## src/plpf_regs.svh

```systemverilog
// Offsets, field positions, reset values and codes of the login payload framer.
// Assumes inclusion by bare name from src files of this block.
`ifndef PLPF_REGS_SVH
`define PLPF_REGS_SVH

// ************************************************************
// Register byte offsets
// ************************************************************
`define PLPF_OFF_CTRL 12'h000
`define PLPF_OFF_STAT 12'h004
`define PLPF_OFF_IRQ_STAT 12'h008
`define PLPF_OFF_IRQ_MASK 12'h00c
`define PLPF_OFF_REQ_W0 12'h010
`define PLPF_OFF_REQ_PG0 12'h014
`define PLPF_OFF_SRC_ID 12'h018
`define PLPF_OFF_DST_ID 12'h01c

// ************************************************************
// Control fields
// ************************************************************
`define PLPF_CTRL_REFUSE_SCR 0
`define PLPF_CTRL_REFUSE_LOGIN 1
`define PLPF_CTRL_EST_OK 2
`define PLPF_CTRL_RSP_LSB 4
`define PLPF_CTRL_RSP_W 4
`define PLPF_CTRL_ACC_LEN_LSB 16
`define PLPF_CTRL_RESET 32'h0000_0014

// ************************************************************
// Payload codes and field positions
// ************************************************************
`define PLPF_CMD_ACC 8'h02
`define PLPF_CMD_LOGIN 8'h20
`define PLPF_CMD_SCR 8'h62
`define PLPF_CMD_RJT 8'h01
`define PLPF_PAGE_MIN 8'd12
`define PLPF_PAY_MIN 16'd16
`define PLPF_PAY_MAX 16'd256
`define PLPF_ACC_MAX 16'd65532
`define PLPF_EST_BIT 13
`define PLPF_RSP_LSB 8
`define PLPF_SPARM_MAX 7'd60

// ************************************************************
// Response codes
// ************************************************************
`define PLPF_RSP_EXEC 4'h1
`define PLPF_RSP_NORES 4'h2
`define PLPF_RSP_INIT 4'h3
`define PLPF_RSP_CFG 4'h5
`define PLPF_RSP_COND 4'h6
`define PLPF_RSP_INVAL 4'h8

// ************************************************************
// Interrupt bits
// ************************************************************
`define PLPF_IRQ_REQ_DONE 0
`define PLPF_IRQ_REQ_BAD 1
`define PLPF_IRQ_W 2

`endif

```

## src/plpf_pkg.sv

```systemverilog
// Types of the login payload framer.
// Assumes plpf_regs.svh supplies the numbers.
package plpf_pkg;
    typedef enum logic [2:0] {
        PLPF_IDLE = 3'b000,
        PLPF_HDR = 3'b001,
        PLPF_PAGE = 3'b011,
        PLPF_SKIP = 3'b010,
        PLPF_REPLY = 3'b110
    } plpf_rx_st_t;
endpackage

```

## src/plpf_chk.sv

```systemverilog
// Header checker of incoming process login requests.
// Assumes word 0 of the request payload at its input.
`timescale 1ns/1ps
`include "plpf_regs.svh"
module plpf_chk (
    // Request header
    input wire logic [31:0] hdr_i,
    input wire logic [23:0] sid_i,
    input wire logic [23:0] did_i,
    // Verdict
    output logic bad_o
);
    logic [7:0] pg;
    logic [15:0] pl;
    always_comb begin
        pg = hdr_i[23:16];
        pl = hdr_i[15:0];
        bad_o = 1'b0;
        if (hdr_i[31:24] != `PLPF_CMD_LOGIN) begin
            bad_o = 1'b1;
        end
        if (pg[1:0] != 2'b00 || pg < `PLPF_PAGE_MIN) begin
            bad_o = 1'b1;
        end
        if (pl[1:0] != 2'b00 || pl < `PLPF_PAY_MIN || pl > `PLPF_PAY_MAX) begin
            bad_o = 1'b1;
        end
        if (sid_i == did_i) begin
            bad_o = 1'b1;
        end
    end
endmodule

```

## src/plpf_top.sv

```systemverilog
// Process login and registration reply framer with AXI4-Lite registers.
// Assumes a word stream of request payloads from same-clock link logic.
// Functional notes
// Registration accept is one word: 02h then three zero bytes.
// Refused registration is answered with a reject reply.
// Login request carries requester in source, target in destination id.
// Request word 0 top byte holds login command 20h.
// Page length byte has low bits zero and is at least 12.
// Payload length has low bits zero, within 16 to 256.
// Page word 0 top byte is protocol type, 00h means common.
// Page bit 13 asks to establish the image pair.
// Optional page parameters span 0 to 60 words.
// Refused login gets reject; success gets accept with 02h.
// Accept page length equals request page length.
// Accept payload length multiple of four, 16 to 65532.
// Response page top byte carries protocol type.
// Bit 13 reports image pair established, only if requested.
// Bits 11-8 hold the response code.
// Each response page describes exactly one pair.
// Response codes follow the documented encodings.
// Bad page or payload lengths are flagged for reject.
//
// Design decisions made here: the register offsets and the AXI4-Lite interface to the registers.
`timescale 1ns/1ps
`include "plpf_regs.svh"
module plpf_top (
    // Clock and reset
    input wire logic core_clk_i,
    input wire logic rst_b_i,
    // AXI4-Lite write
    input wire logic [11:0] s_axi_awaddr,
    input wire logic s_axi_awvalid,
    output logic s_axi_awready,
    input wire logic [31:0] s_axi_wdata,
    input wire logic [3:0] s_axi_wstrb,
    input wire logic s_axi_wvalid,
    output logic s_axi_wready,
    output logic [1:0] s_axi_bresp,
    output logic s_axi_bvalid,
    input wire logic s_axi_bready,
    // AXI4-Lite read
    input wire logic [11:0] s_axi_araddr,
    input wire logic s_axi_arvalid,
    output logic s_axi_arready,
    output logic [31:0] s_axi_rdata,
    output logic [1:0] s_axi_rresp,
    output logic s_axi_rvalid,
    input wire logic s_axi_rready,
    // Request stream in
    input wire logic [31:0] rx_data_i,
    input wire logic rx_valid_i,
    input wire logic rx_last_i,
    input wire logic rx_scr_i,
    input wire logic [23:0] rx_sid_i,
    input wire logic [23:0] rx_did_i,
    output logic rx_ready_o,
    // Reply stream out
    output logic [31:0] tx_data_o,
    output logic tx_valid_o,
    output logic tx_last_o,
    output logic [23:0] tx_sid_o,
    output logic [23:0] tx_did_o,
    input wire logic tx_ready_i,
    // Interrupt
    output logic irq_o
);
    // ************************************************************
    // State
    // ************************************************************
    typedef struct packed {
        plpf_pkg::plpf_rx_st_t st;
        logic scr;
        logic bad;
        logic [6:0] pg_idx;
        logic [31:0] w0;
        logic [31:0] pg0;
        logic [23:0] sid;
        logic [23:0] did;
        logic [31:0] ctrl;
        logic [`PLPF_IRQ_W-1:0] ist;
        logic [`PLPF_IRQ_W-1:0] imask;
        logic [1:0] tx_idx;
        logic aw_ok;
        logic w_ok;
        logic [11:0] awaddr;
        logic [31:0] wdata;
        logic [3:0] wstrb;
        logic bvalid;
        logic [1:0] bresp;
        logic rvalid;
        logic [31:0] rdata;
        logic [1:0] rresp;
        logic [31:0] tx_data;
        logic tx_valid;
        logic tx_last;
        logic irq;
        logic awrdy;
        logic wrdy;
        logic ardy;
        logic rx_rdy;
    } plpf_state_t;

    plpf_state_t s_r;
    plpf_state_t s_nxt;
    logic hdr_bad;

    plpf_chk u_chk (
        .hdr_i(s_r.w0),
        .sid_i(s_r.sid),
        .did_i(s_r.did),
        .bad_o(hdr_bad)
    );

    function automatic logic [31:0] merge(input logic [31:0] old, input logic [31:0] nw,
                                         input logic [3:0] be);
        logic [31:0] r;
        r = old;
        for (int i = 0; i < 4; i++) begin
            if (be[i]) begin
                r[i*8 +: 8] = nw[i*8 +: 8];
            end
        end
        return r;
    endfunction

    function automatic logic [31:0] reply_word(input plpf_state_t s, input logic [1:0] idx);
        logic [31:0] w;
        logic [15:0] acc_len;
        logic [3:0] code;
        logic est;
        w = 32'h0000_0000;
        acc_len = s.ctrl[31:`PLPF_CTRL_ACC_LEN_LSB];
        code = s.ctrl[`PLPF_CTRL_RSP_LSB +: `PLPF_CTRL_RSP_W];
        est = s.pg0[`PLPF_EST_BIT] && s.ctrl[`PLPF_CTRL_EST_OK] &&
              (code == `PLPF_RSP_EXEC || code == `PLPF_RSP_COND);
        if (idx == 2'd0) begin
            if (s.scr) begin
                w = {(s.ctrl[`PLPF_CTRL_REFUSE_SCR] ? `PLPF_CMD_RJT : `PLPF_CMD_ACC),
                     24'h00_0000};
            end else if (s.bad || s.ctrl[`PLPF_CTRL_REFUSE_LOGIN]) begin
                w = {`PLPF_CMD_RJT, 24'h00_0000};
            end else begin
                if (acc_len < `PLPF_PAY_MIN) begin
                    acc_len = `PLPF_PAY_MIN;
                end
                acc_len[1:0] = 2'b00;
                w = {`PLPF_CMD_ACC, s.w0[23:18], 2'b00, acc_len};
            end
        end else if (idx == 2'd1) begin
            w[31:24] = s.pg0[31:24];
            w[`PLPF_EST_BIT] = est;
            w[`PLPF_RSP_LSB +: 4] = s.bad ? `PLPF_RSP_INVAL : code;
        end
        return w;
    endfunction

    always_comb begin
        logic last_tx;
        logic [`PLPF_IRQ_W-1:0] ev;
        logic [31:0] rd;
        logic [1:0] rr;
        last_tx = 1'b0;
        ev = '0;
        rd = 32'h0000_0000;
        rr = 2'b00;
        s_nxt = s_r;
        // ************************************************************
        // Request receive and reply send
        // ************************************************************
        unique case (s_r.st)
            plpf_pkg::PLPF_IDLE: begin
                if (rx_valid_i) begin
                    s_nxt.scr = rx_scr_i;
                    s_nxt.w0 = rx_data_i;
                    s_nxt.sid = rx_sid_i;
                    s_nxt.did = rx_did_i;
                    s_nxt.pg0 = 32'h0000_0000;
                    s_nxt.bad = 1'b0;
                    s_nxt.pg_idx = 7'd0;
                    s_nxt.st = rx_last_i ? plpf_pkg::PLPF_HDR : plpf_pkg::PLPF_PAGE;
                end
            end
            plpf_pkg::PLPF_PAGE: begin
                if (rx_valid_i) begin
                    if (s_r.pg_idx == 7'd0) begin
                        s_nxt.pg0 = rx_data_i;
                    end
                    s_nxt.pg_idx = s_r.pg_idx + 7'd1;
                    if (s_r.pg_idx == `PLPF_SPARM_MAX + 7'd3) begin
                        s_nxt.bad = 1'b1;
                    end
                    if (rx_last_i) begin
                        s_nxt.st = plpf_pkg::PLPF_HDR;
                    end
                end
            end
            plpf_pkg::PLPF_HDR: begin
                if (!s_r.scr) begin
                    s_nxt.bad = s_r.bad || hdr_bad ||
                                s_r.pg_idx < 7'd3;
                end
                s_nxt.st = plpf_pkg::PLPF_SKIP;
            end
            plpf_pkg::PLPF_SKIP: begin
                s_nxt.tx_idx = 2'd0;
                s_nxt.tx_data = reply_word(s_r, 2'd0);
                s_nxt.tx_valid = 1'b1;
                s_nxt.tx_last = s_r.scr || s_r.bad || s_r.ctrl[`PLPF_CTRL_REFUSE_LOGIN];
                s_nxt.st = plpf_pkg::PLPF_REPLY;
                ev[`PLPF_IRQ_REQ_BAD] = s_r.bad;
            end
            plpf_pkg::PLPF_REPLY: begin
                if (tx_ready_i) begin
                    if (s_r.tx_last) begin
                        s_nxt.tx_valid = 1'b0;
                        s_nxt.tx_last = 1'b0;
                        s_nxt.st = plpf_pkg::PLPF_IDLE;
                        last_tx = 1'b1;
                    end else begin
                        s_nxt.tx_idx = s_r.tx_idx + 2'd1;
                        s_nxt.tx_data = reply_word(s_r, s_r.tx_idx + 2'd1);
                        s_nxt.tx_last = (s_r.tx_idx == 2'd2);
                    end
                end
            end
            default: begin
                s_nxt.st = plpf_pkg::PLPF_IDLE;
            end
        endcase
        ev[`PLPF_IRQ_REQ_DONE] = last_tx;
        // ************************************************************
        // Register bus
        // ************************************************************
        if (s_axi_awvalid && !s_r.aw_ok) begin
            s_nxt.aw_ok = 1'b1;
            s_nxt.awaddr = s_axi_awaddr;
        end
        if (s_axi_wvalid && !s_r.w_ok) begin
            s_nxt.w_ok = 1'b1;
            s_nxt.wdata = s_axi_wdata;
            s_nxt.wstrb = s_axi_wstrb;
        end
        if (s_r.aw_ok && s_r.w_ok && !s_r.bvalid) begin
            s_nxt.aw_ok = 1'b0;
            s_nxt.w_ok = 1'b0;
            s_nxt.bvalid = 1'b1;
            s_nxt.bresp = 2'b00;
            unique case ({s_r.awaddr[11:2], 2'b00})
                `PLPF_OFF_CTRL: s_nxt.ctrl = merge(s_r.ctrl, s_r.wdata, s_r.wstrb);
                `PLPF_OFF_IRQ_STAT: begin
                    if (s_r.wstrb[0]) begin
                        s_nxt.ist = s_r.ist & ~s_r.wdata[`PLPF_IRQ_W-1:0];
                    end
                end
                `PLPF_OFF_IRQ_MASK: begin
                    if (s_r.wstrb[0]) begin
                        s_nxt.imask = s_r.wdata[`PLPF_IRQ_W-1:0];
                    end
                end
                `PLPF_OFF_STAT, `PLPF_OFF_REQ_W0, `PLPF_OFF_REQ_PG0,
                `PLPF_OFF_SRC_ID, `PLPF_OFF_DST_ID: s_nxt.bresp = 2'b00;
                default: s_nxt.bresp = 2'b10;
            endcase
        end
        if (s_r.bvalid && s_axi_bready) begin
            s_nxt.bvalid = 1'b0;
        end
        s_nxt.ist = s_nxt.ist | ev;
        if (s_axi_arvalid && !s_r.rvalid) begin
            unique case ({s_axi_araddr[11:2], 2'b00})
                `PLPF_OFF_CTRL: rd = s_r.ctrl;
                `PLPF_OFF_STAT: rd = {25'h0, s_r.scr, s_r.bad, 2'b00, s_r.st};
                `PLPF_OFF_IRQ_STAT: rd = {30'h0, s_r.ist};
                `PLPF_OFF_IRQ_MASK: rd = {30'h0, s_r.imask};
                `PLPF_OFF_REQ_W0: rd = s_r.w0;
                `PLPF_OFF_REQ_PG0: rd = s_r.pg0;
                `PLPF_OFF_SRC_ID: rd = {8'h00, s_r.sid};
                `PLPF_OFF_DST_ID: rd = {8'h00, s_r.did};
                default: rr = 2'b10;
            endcase
            s_nxt.rvalid = 1'b1;
            s_nxt.rdata = rd;
            s_nxt.rresp = rr;
        end else if (s_r.rvalid && s_axi_rready) begin
            s_nxt.rvalid = 1'b0;
        end
        s_nxt.irq = |(s_nxt.ist & s_nxt.imask);
        s_nxt.awrdy = !s_nxt.aw_ok;
        s_nxt.wrdy = !s_nxt.w_ok;
        s_nxt.ardy = !s_nxt.rvalid;
        s_nxt.rx_rdy = (s_nxt.st == plpf_pkg::PLPF_IDLE) || (s_nxt.st == plpf_pkg::PLPF_PAGE);
    end

    always_ff @(posedge core_clk_i or negedge rst_b_i) begin
        if (!rst_b_i) begin
            s_r <= '0;
            s_r.ctrl <= `PLPF_CTRL_RESET;
            s_r.awrdy <= 1'b1;
            s_r.wrdy <= 1'b1;
            s_r.ardy <= 1'b1;
            s_r.rx_rdy <= 1'b1;
        end else begin
            s_r <= s_nxt;
        end
    end

    // ************************************************************
    // Outputs
    // ************************************************************
    assign s_axi_awready = s_r.awrdy;
    assign s_axi_wready = s_r.wrdy;
    assign s_axi_bvalid = s_r.bvalid;
    assign s_axi_bresp = s_r.bresp;
    assign s_axi_arready = s_r.ardy;
    assign s_axi_rvalid = s_r.rvalid;
    assign s_axi_rdata = s_r.rdata;
    assign s_axi_rresp = s_r.rresp;
    assign rx_ready_o = s_r.rx_rdy;
    assign tx_data_o = s_r.tx_data;
    assign tx_valid_o = s_r.tx_valid;
    assign tx_last_o = s_r.tx_last;
    assign tx_sid_o = s_r.did;
    assign tx_did_o = s_r.sid;
    assign irq_o = s_r.irq;
endmodule

```

## config.mk

```make
export PLATFORM = sky130hd
export DESIGN_NAME = plpf_top
export DESIGN_NICKNAME = d
export VERILOG_FILES = /design/src/plpf_pkg.sv /design/src/plpf_chk.sv /design/src/plpf_top.sv
export VERILOG_INCLUDE_DIRS = /design/src /design/src/src
export SDC_FILE = /design/constraint.sdc
export NUM_CORES = 1
export LEC_CHECK = 0
export ABC_CLOCK_PERIOD_IN_PS = 4420
export BUFFER_PORTS_ARGS = -buffer_cell sky130_fd_sc_hd__buf_4
export CORE_MARGIN = 1.5
export CORE_UTILIZATION = 55
export CTS_CLUSTER_DIAMETER = 60
export CTS_CLUSTER_SIZE = 28
export DETAILED_ROUTE_END_ITERATION = 10
export PLACE_DENSITY_LB_ADDON = 0.15
export SLEW_MARGIN = 20
export SYNTH_ARGS = -nofsm -noshare
export SYNTH_HDL_FRONTEND = slang
export SYNTH_HIERARCHICAL = 1
export SYNTH_SLANG_ARGS = --single-unit
```

## constraint.sdc

```tcl
create_clock -name core_clk_i -period 4.42 [get_ports core_clk_i]
set_input_delay 0.884 -clock core_clk_i [delete_from_list [all_inputs] [get_ports core_clk_i]]
set_output_delay 0.884 -clock core_clk_i [all_outputs]
set_load 0.02 [all_outputs]
```

# ---- Word-level counts from Yosys, hierarchy flattened
# Cells that the tools add are included.
dict set report word_totals {
  ff_bits 289
  input_bits 151
  out_inout_bits 125
  elab_cells 190
}
dict set report classes {
  n_addsub 2
  n_eq_ne 34
  magnitude_cmp 5
  n_reduce_logical 52
  bitwise_logic 4
  muxes 60
}
# op count
set op_table {}
lappend op_table {{$pmux W32 S8} 1}
lappend op_table {{$mux W124} 1}
lappend op_table {{$mux W32} 3}
lappend op_table {{$eq A10 B3 Y1 const B} 8}
lappend op_table {{$pmux W34 S2} 1}
lappend op_table {{$pmux W32 S2} 1}
lappend op_table {{$mux W26} 2}
lappend op_table {{$eq A10 B2 Y1 const B} 4}
lappend op_table {{$mux W34} 1}
lappend op_table {{$lt A16 B5 Y1 const B} 2}
lappend op_table {{$mux W8} 4}
lappend op_table {{$eq A24 B24 Y1} 1}
lappend op_table {{$mux W2} 11}
lappend op_table {{$reduce_and A3 Y1} 7}
lappend op_table {{$eq A10 B1 Y1 const B} 2}
lappend op_table {{$logic_not A10 Y1} 2}
lappend op_table {{$mux W1} 20}
lappend op_table {{$gt A16 B9 Y1 const B} 1}
lappend op_table {{$mux W16} 1}
lappend op_table {{$mux W4} 4}
lappend op_table {{$ne A2 B2 Y1 const B} 8}
lappend op_table {{$reduce_or A8 Y1} 2}
lappend op_table {{$mux W3} 5}
lappend op_table {{$pmux W3 S5} 1}
lappend op_table {{other kinds (32)} 64}

# ---- Depth between registers and ports, before layout
# Gate-level depths: netlist (run 1).
dict set report logic_depth {
  depth_word 9
  mapped_depth 7
  ltp_nobuf 7
}

# ---- Hierarchy
# Netlist (run 1), hierarchy kept.
# mod cells_per_inst area_each_um2 seq_area_each_um2 instances
set modules_own_cells {}
lappend modules_own_cells {plpf_top 1052 12972.4 7039.3 1}
lappend modules_own_cells {plpf_chk 47 349.1 0.0 1}

# ---- Least setup slack after synthesis (run 1)
# OpenSTA, ideal clock, no wires.
dict set report synth_timing {
  path_type {input -> register}
  start {input s_axi_araddr[4]}
  end {register s_r, in the netlist s_axi_rdata[15]}
  arrival_ns 2.093
  setup_ns 0.140
  t_required_ns 4.280
  setup_slack_ns 2.187
  stages 7
  n_path_buf 3
  path_cell_list {buf_4 > and2_1 > and4_1 > buf_2 > buf_2 > a221oi_1 > a22oi_1}
}
dict set report synth_via {
  elab_chain_cells 2
  word_cells_on_any_way 9
  classes_between {7 x eq/ne; 1 x mux; 1 x reduce/logical}
}
# item line
set synth_lines {}
lappend synth_lines {{start, declared} plpf_top.sv:42} ;# input wire logic [11:0] s_axi_araddr,
lappend synth_lines {{$eq A10 B3 Y1 (tied with other cells)} plpf_top.sv:270} ;# unique case ({s_axi_araddr[11:2], 2'b00})
lappend synth_lines {{$pmux W32 S8 *} plpf_top.sv:270}
lappend synth_lines {{end signal, assigned} plpf_top.sv:303} ;# s_r <= s_nxt;
lappend synth_lines {{end, declared} plpf_top.sv:103} ;# plpf_state_t s_r;
# Mark *: on every way between the ends. The rest lies on a longest branch, timed or not.
# A chain may end at the register's enable or synchronous reset.

# ---- Worst setup path in the final report (run 1)
dict set report layout_timing {
  start {register s_r[286] (netlist bit)}
  end {register s_r[223] (netlist bit)}
}
dict set report layout_via {
  elab_chain_cells 3
  word_cells_on_any_way 8
  classes_between {4 x eq/ne; 1 x mux; 3 x reduce/logical}
}
# item line
set layout_lines {}
lappend layout_lines {{$eq A3 B2 Y1 or $logic_not A3 Y1 (tied branches)} plpf_top.sv:170} ;# unique case (s_r.st)
lappend layout_lines {{$ne A2 B2 Y1 (no line) or $reduce_bool A2 Y1 (tied branches)} -}
lappend layout_lines {{$reduce_and A4 Y1 (no line)} -}
# Parallel ways exist; a longest one is shown, timed or not.

==> impl_metrics.yaml, run 1 <==
place:
  pre_cts_ws_ps: 1380
  dp_cells: 1527
  numPortBuffers: 265
  gp_congestion: 0.883
  dp_hpwl_um: 24000
global_routing:
  grt_use_total_pct: 26.9
  grt_pass1_wl_um: 51500
  overflow: 0
  grt_max_degree: 113
  first_global_vias: 8925
  grtUsageMet1_pct: 37.5
  antenna_found_initial: 0
  grt_use_met3_pct: 5.06
  busiest_layer: "met2"
  grt_use_met2_pct: 43.0
timing:
  finalSetupTns_ps: 0
  relSlewSlack_pct: 41.1
  hold_viol: 0
  finalCriticalPeriod_ps: 2370
  setup_slack_ps: 2050
  rsz0062_at_grt: "no"
  setup_violations: 0
  worstMarginPinSlew_ps: 884
  timing.fmax_ghz: 0.421
  finalClockSkew_ps: 18.3
  post-route-period-util_pct: 53.7
  slew_viol_final: 0
logic_synthesis:
  synthTopCellsByArea: "dfrtp_1 52%, mux2_2 14%, buf_4 6.6%, a22o_1 4.1%, mux2i_1 2.6%"
  syn_area_um2: 13300
  synth-async-reset-ratio_pct: 100
  yosys.area.top_type: "dfrtp_1"
  synth.area.mux_share_pct: 17.2
  ys.warnings.count: 6
  netlist_instances: 1099
  seq_area_frac_synth_pct: 52.8
  synth_adder_area_share_pct: 0.470
  synth_edf_count: 0
  ys_types: 65
  synth_compound_area_share_pct: 10.9
  synth_top_family_by_area: "multiplexers"
  synthFlopType: "dfrtp_1"
  postSynthAreaPerCell_um2: 12.1
  ys_ff_latch: 281
  yosys.area_share.xor_xnor_pct: 1.71
  synthSimpleGateAreaFrac_pct: 7.68
  synth_top_area_share_pct: 51.7
worst_setup_path:
  ff2ff_path_depth: 4
  critPathMaxFanout: 22
  crit_type: "register to register"
  cp.required_ps: 4890
  worst_ep_arrival_time_ps: 2850
  cp-start-kind: "register"
  end_kind: "register"
clock_tree:
  cts_resized: 0
  clk_latency_ps: 540
  cts_tree: "done"
  ctsHtreeMaxLevel: 1
  clk_pin_slew_ps: 70
  cts-buffers-inserted: 25
  root_buffer: "clkbuf_16"
  clk_path_buf_depth: 3
  cts.sinks: 281
  postCtsSetupBuffers: 0
  cts_hold_buf: 0
layout:
  final_cell_count_no_fill: 1571
  final_nets: 1391
  layout-drive-gt1-share_pct: 41.3
  regArea_um2: 7040
  fillers: 1823
  multi_input_area_um2: 5110
  syn_to_final_growth_pct: 17.5
  num_antenna_cells: 0
floorplan:
  pin_count: 276
  die_h_um: 159
  num_rows: 56
  start_util_pct: 56.4
  coreArea_um2: 23600
  die_area_um2: 25200
  die_width_um: 159
power:
  finalPower_mw: 9.42
  swShare_pct: 36.9
  power.density_nw_per_um2: 602
  clkPwrFrac_pct: 24.3
  p_int_mw: 5.94
  p_sw_mw: 3.48
  p_seq_share_pct: 44.1
  cellLeakagePower_nw: 7.49
  peakVddDrop_uv: 346
  power_frac_comb_pct: 31.6
detailed_routing:
  route.detailed.drc: 0
  drtIter0Drc: 575
  dr.pass1.iters: 5
  via_per_inst: 5.80
  wl_per_cell_um: 21.5
  routed_wl_um: 33700
  vias: 9105
  antenna_left: 0
run:
  cap_violations: 0
worst_hold_path:
  hold_class: "input port to asynchronous set/reset pin"
run_status:
  status: "complete, no violations"
[kinds of logic after synthesis]
group / after synthesis
AOI/OAI and AO/OA: 196
xor gates and xnor gates: 26
adders and majority gates: 5
buffers and inverters: 197
DFF: 281
muxes: 202
other: 1
and+or+nand+nor: 191
[flip-flops by register name, indices dropped and copies added, names as in the netlist, 24 cells and up]
| signal | count |
|---|---|
| tx_did_o | 24 |
| s_r | 162 |
| tx_data_o | 28 |
| s_axi_rdata | 32 |
| tx_sid_o | 24 |
[cell usage after synthesis, drive strengths merged, types with 21 or more instances]
| cell type | instances |
|---|---|
| dfrtp | 275 |
| mux2 | 163 |
| buf | 152 |
| nand2 | 68 |
| a22o | 63 |
| o21ai | 48 |
| mux2i | 34 |
| nor2 | 33 |
| clkbuf | 24 |
| xor2 | 24 |
| a22oi | 23 |
| inv | 21 |
[worst max-delay path, stage by stage (launching register included)]
cell and delay [ps]:
dfrtp_1 750, nand3b_1 370, nor3_4 590, buf_4 410, a22o_1 180
[through the flow]
stage	util, %	hold slack (ps)	area, um2
floorplan	-	440	13300
global placement	62.5	466	14800
detailed placement	62.6	468	14800
CTS	66.2	436	15600
global route	66.3	449	15700
finish	66.3	369	15700
[path summary, 6_finish.rpt]
path                                                 start                         end  slack, ps
worst max-delay path                    s_r[286]$_DFF_PN0_        s_r[223]$_DFFE_PN0P_       2050
worst min-delay path                               rst_b_i     tx_sid_o[5]$_DFFE_PN0P_        370
worst max register to register          s_r[286]$_DFF_PN0_        s_r[223]$_DFFE_PN0P_       2050
worst min register to register  s_axi_rdata[2]$_DFFE_PN0P_  s_axi_rdata[2]$_DFFE_PN0P_        490
max in group asynchronous                          rst_b_i        rx_ready_o$_DFF_PN1_       2990
min in group core_clk_i         s_axi_rdata[2]$_DFFE_PN0P_  s_axi_rdata[2]$_DFFE_PN0P_        490
[cell type report]
| class | instances | area share [%] |
|---|---|---|
| clock inverters | 18 | 1.49 |
| multi-input cells | 626 | 32.7 |
| inverters | 21 | 0.504 |
| flip-flops and latches | 281 | 45.0 |
| clock buffers | 26 | 4.09 |
| well taps | 319 | 2.55 |
| repair buffers | 280 | 13.7 |
[layer usage]
metal | wire length, um | vias to the layer above
li1 | - | 4127
met1 | 14700 | 4555
met2 | 15600 | 363
met3 | 2500 | 60
met4 | 911 | 0
met5 | 0 | -
[layout by cell type, fill, tap and decap left out, types with 4 or more instances in the layout]
cell type  count
nor2b_1        4
nand2b_1       4
a22o_1        63
dfstp_2        6
and3_1        18
a221oi_1      19
nor3_1         5
mux4_2         4
nand3_1       10
ha_1           5
o2bb2ai_1      4
o22ai_1        4
inv_1         21
o21ai_0       47
a21oi_1       16
a22oi_1       23
clkbuf_16     25
inv_6          5
xor2_1        24
nor4_1        18
nand4_1        5
nor2_1        33
mux2_2       162
mux2i_1       34
nand2_1       65
clkinv_8       5
dfrtp_1      275
buf_4        276
conb_1         6
[power groups by stage]
stage / clock, mW / sequential (mW) / combinational, mW
6_report: 2.29 / 4.15 / 2.98
5_1_grt: 2.43 / 4.27 / 3.22
4_1_cts: 2.33 / 4.14 / 3.00
3_5_place_dp: 0 / 4.19 / 2.99
3_3_place_gp: 0 / 4.16 / 2.92
2_1_floorplan: 0 / 3.88 / 2.38
Note: power is estimated with default switching activity, not from simulation.
==> inputs of run 2 (changes only) <==
Settings changed: ABC_AREA set to 1, ABC_CLOCK_PERIOD_IN_PS 4420 to 2200.
Clock period 4.42 ns to 2.2 ns, I/O delays scaled along.
==> impl_metrics.yaml, run 2 <==
logic_synthesis:
  ys.warnings.count: 6
  synth_common_cells: "543 x nand2_1, 275 x dfrtp_1, 166 x inv_1, 162 x nand3_1, 136 x nor2_1"
  synth_top_area_share_pct: 49.2
  seq_area_frac_synth_pct: 50.3
  synth_edf_count: 0
  postSynthAreaPerCell_um2: 8.06
  synth-async-reset-ratio_pct: 100
  ys_ff_latch: 281
  synthFlopType: "dfrtp_1"
  syn_area_um2: 14000
  synthTopCellsByArea: "dfrtp_1 49%, nand2_1 15%, buf_4 6.6%, nand3_1 5.8%, inv_1 4.5%"
  yosys.area.top_type: "dfrtp_1"
  yosysMostFrequentCell: "nand2_1"
  netlist_instances: 1735
  ys_types: 42
global_routing:
  overflow: 0
  grt_use_total_pct: 28.3
  first_global_vias: 11076
  grt_max_degree: 89
  antenna_found_initial: 0
  grt_pass1_wl_um: 58400
timing:
  relSlewSlack_pct: 62.0
  hold_viol: 0
  slew_viol_final: 0
  post-route-period-util_pct: 88.2
  setup_violations: 0
  timing.fmax_ghz: 0.515
  rsz0062_at_grt: "no"
  worstMarginPinSlew_ps: 569
  finalClockSkew_ps: 25.1
  finalCriticalPeriod_ps: 1940
  finalSetupTns_ps: 0
floorplan:
  coreArea_um2: 25000
  start_util_pct: 55.9
  num_rows: 58
  die_area_um2: 26400
  pin_count: 276
  die_h_um: 162
  die_width_um: 162
clock_tree:
  cts_hold_buf: 1
  cts_tree: "done"
  cts-buffers-inserted: 23
  postCtsSetupBuffers: 0
  clk_pin_slew_ps: 80
  ctsHtreeMaxLevel: 1
  cts.sinks: 281
  root_buffer: "clkbuf_16"
  clk_latency_ps: 550
  clk_path_buf_depth: 3
  cts_resized: 0
layout:
  layout_common_cells: "542 x nand2_1, 293 x buf_4, 275 x dfrtp_1"
  final_cell_count_no_fill: 2236
  fillers: 2233
  fin_area_um2: 16500
  num_antenna_cells: 0
  layout-drive-gt1-share_pct: 22.1
  utilization_pct: 65.9
  layout_commonest_cell: "nand2_1"
  max_flop_register: "s_r"
  largest_reg_flops: 162
  final_nets: 2045
  syn_to_final_growth_pct: 17.9
detailed_routing:
  dr.pass1.iters: 5
  drtIter0Drc: 1098
  route.detailed.drc: 0
  routed_wl_um: 37000
  antenna_left: 0
  vias: 11673
  via_per_inst: 5.22
  wl_per_cell_um: 16.5
place:
  gp_congestion: 0.887
  numPortBuffers: 265
  dp_hpwl_um: 27600
  placed_cell_area_um2: 15600
  dp_cells: 2193
worst_hold_path:
  hold_depth: 2
  hold_class: "input port to register"
worst_setup_path:
  ff2ff_path_depth: 7
  cp-start-kind: "register"
  cp.required_ps: 2600
  critPathMaxFanout: 13
  worst_ep_arrival_time_ps: 2340
  crit_type: "register to register"
  end_kind: "register"
power:
  cellLeakagePower_nw: 8.82
  power.density_nw_per_um2: 1130
  peakVddDrop_uv: 868
run_status:
  status: "complete, no violations"
run:
  cap_violations: 0
## run 2: per-stage QoR
step / power, mW / hold slack (ps) / setup slack [ps]
after floorplan: 12.3 / 144 / 685
after global placement: 13.8 / 438 / 292
after detailed placement: 14.1 / 446 / 272
after CTS: 18.6 / 68.7 / 295
after global routing: 19.7 / 83.8 / 176
final: 18.6 / 76.3 / 260
## run 2: area by class of cell
cell class | instances | area (um2) | area share [%]
Inverter | 174 | 653 | 3.96
Multi-Input combinational cell | 1105 | 5140 | 31.2
Sequential cell | 281 | 7040 | 42.7
Clock buffer | 24 | 589 | 3.57
Timing Repair Buffer | 304 | 2400 | 14.6
Tap cell | 330 | 413 | 2.50
Clock inverter | 18 | 253 | 1.53
## run 2: power breakdown
part	internal [mW]	switching (mW)	leakage, nW
clock	2.42	2.13	0.405
sequential	6.64	1.37	3.60
combinational	2.30	3.70	4.81
total	11.4	7.20	8.82
## run 2: cell families (layout without fill, tap and decap cells)
kind of cell    after synthesis  count (layout)  share of synthesized area [%]
other cells                   1               6                         0.0268
simple gates                887             887                           26.6
xor+xnor                      2               2                          0.125
buf+inv                     354             520                           13.2
flops                       281             281                           50.3
fa+ha+maj                     5               5                          0.447
mux                          17              17                           1.37
compound gates              188             188                           7.88
## run 2: final timing paths
path                                                   from                           to  slack, ps
worst min-delay path                           s_axi_bready     s_axi_bvalid$_DFFE_PN0P_         80
worst max register to register           s_r[288]$_DFF_PN0_         s_r[226]$_DFFE_PN0P_        260
worst min register to register  s_axi_rdata[21]$_DFFE_PN0P_  s_axi_rdata[21]$_DFFE_PN0P_        490
min in group asynchronous                           rst_b_i     tx_did_o[14]$_DFFE_PN0P_        450
worst max-delay path                     s_r[288]$_DFF_PN0_         s_r[226]$_DFFE_PN0P_        260
max in group asynchronous                           rst_b_i         s_r[135]$_DFFE_PN1P_       1030
## run 2: critical path, stage by stage (launching register included)
cell	delay, ps
dfrtp_1	500
nor2_1	250
nand3_4	190
nand2_4	160
nand2_2	230
buf_4	290
nand3_1	90
o21ai_1	80
## run 2: layer usage
layer	global-route usage [%]	up-vias	routed length, um
met5	0	-	0
met2	45.1	433	17100
li1	-	5648	-
met4	11.6	0	1550
met3	4.71	85	2750
met1	38.6	5507	15600
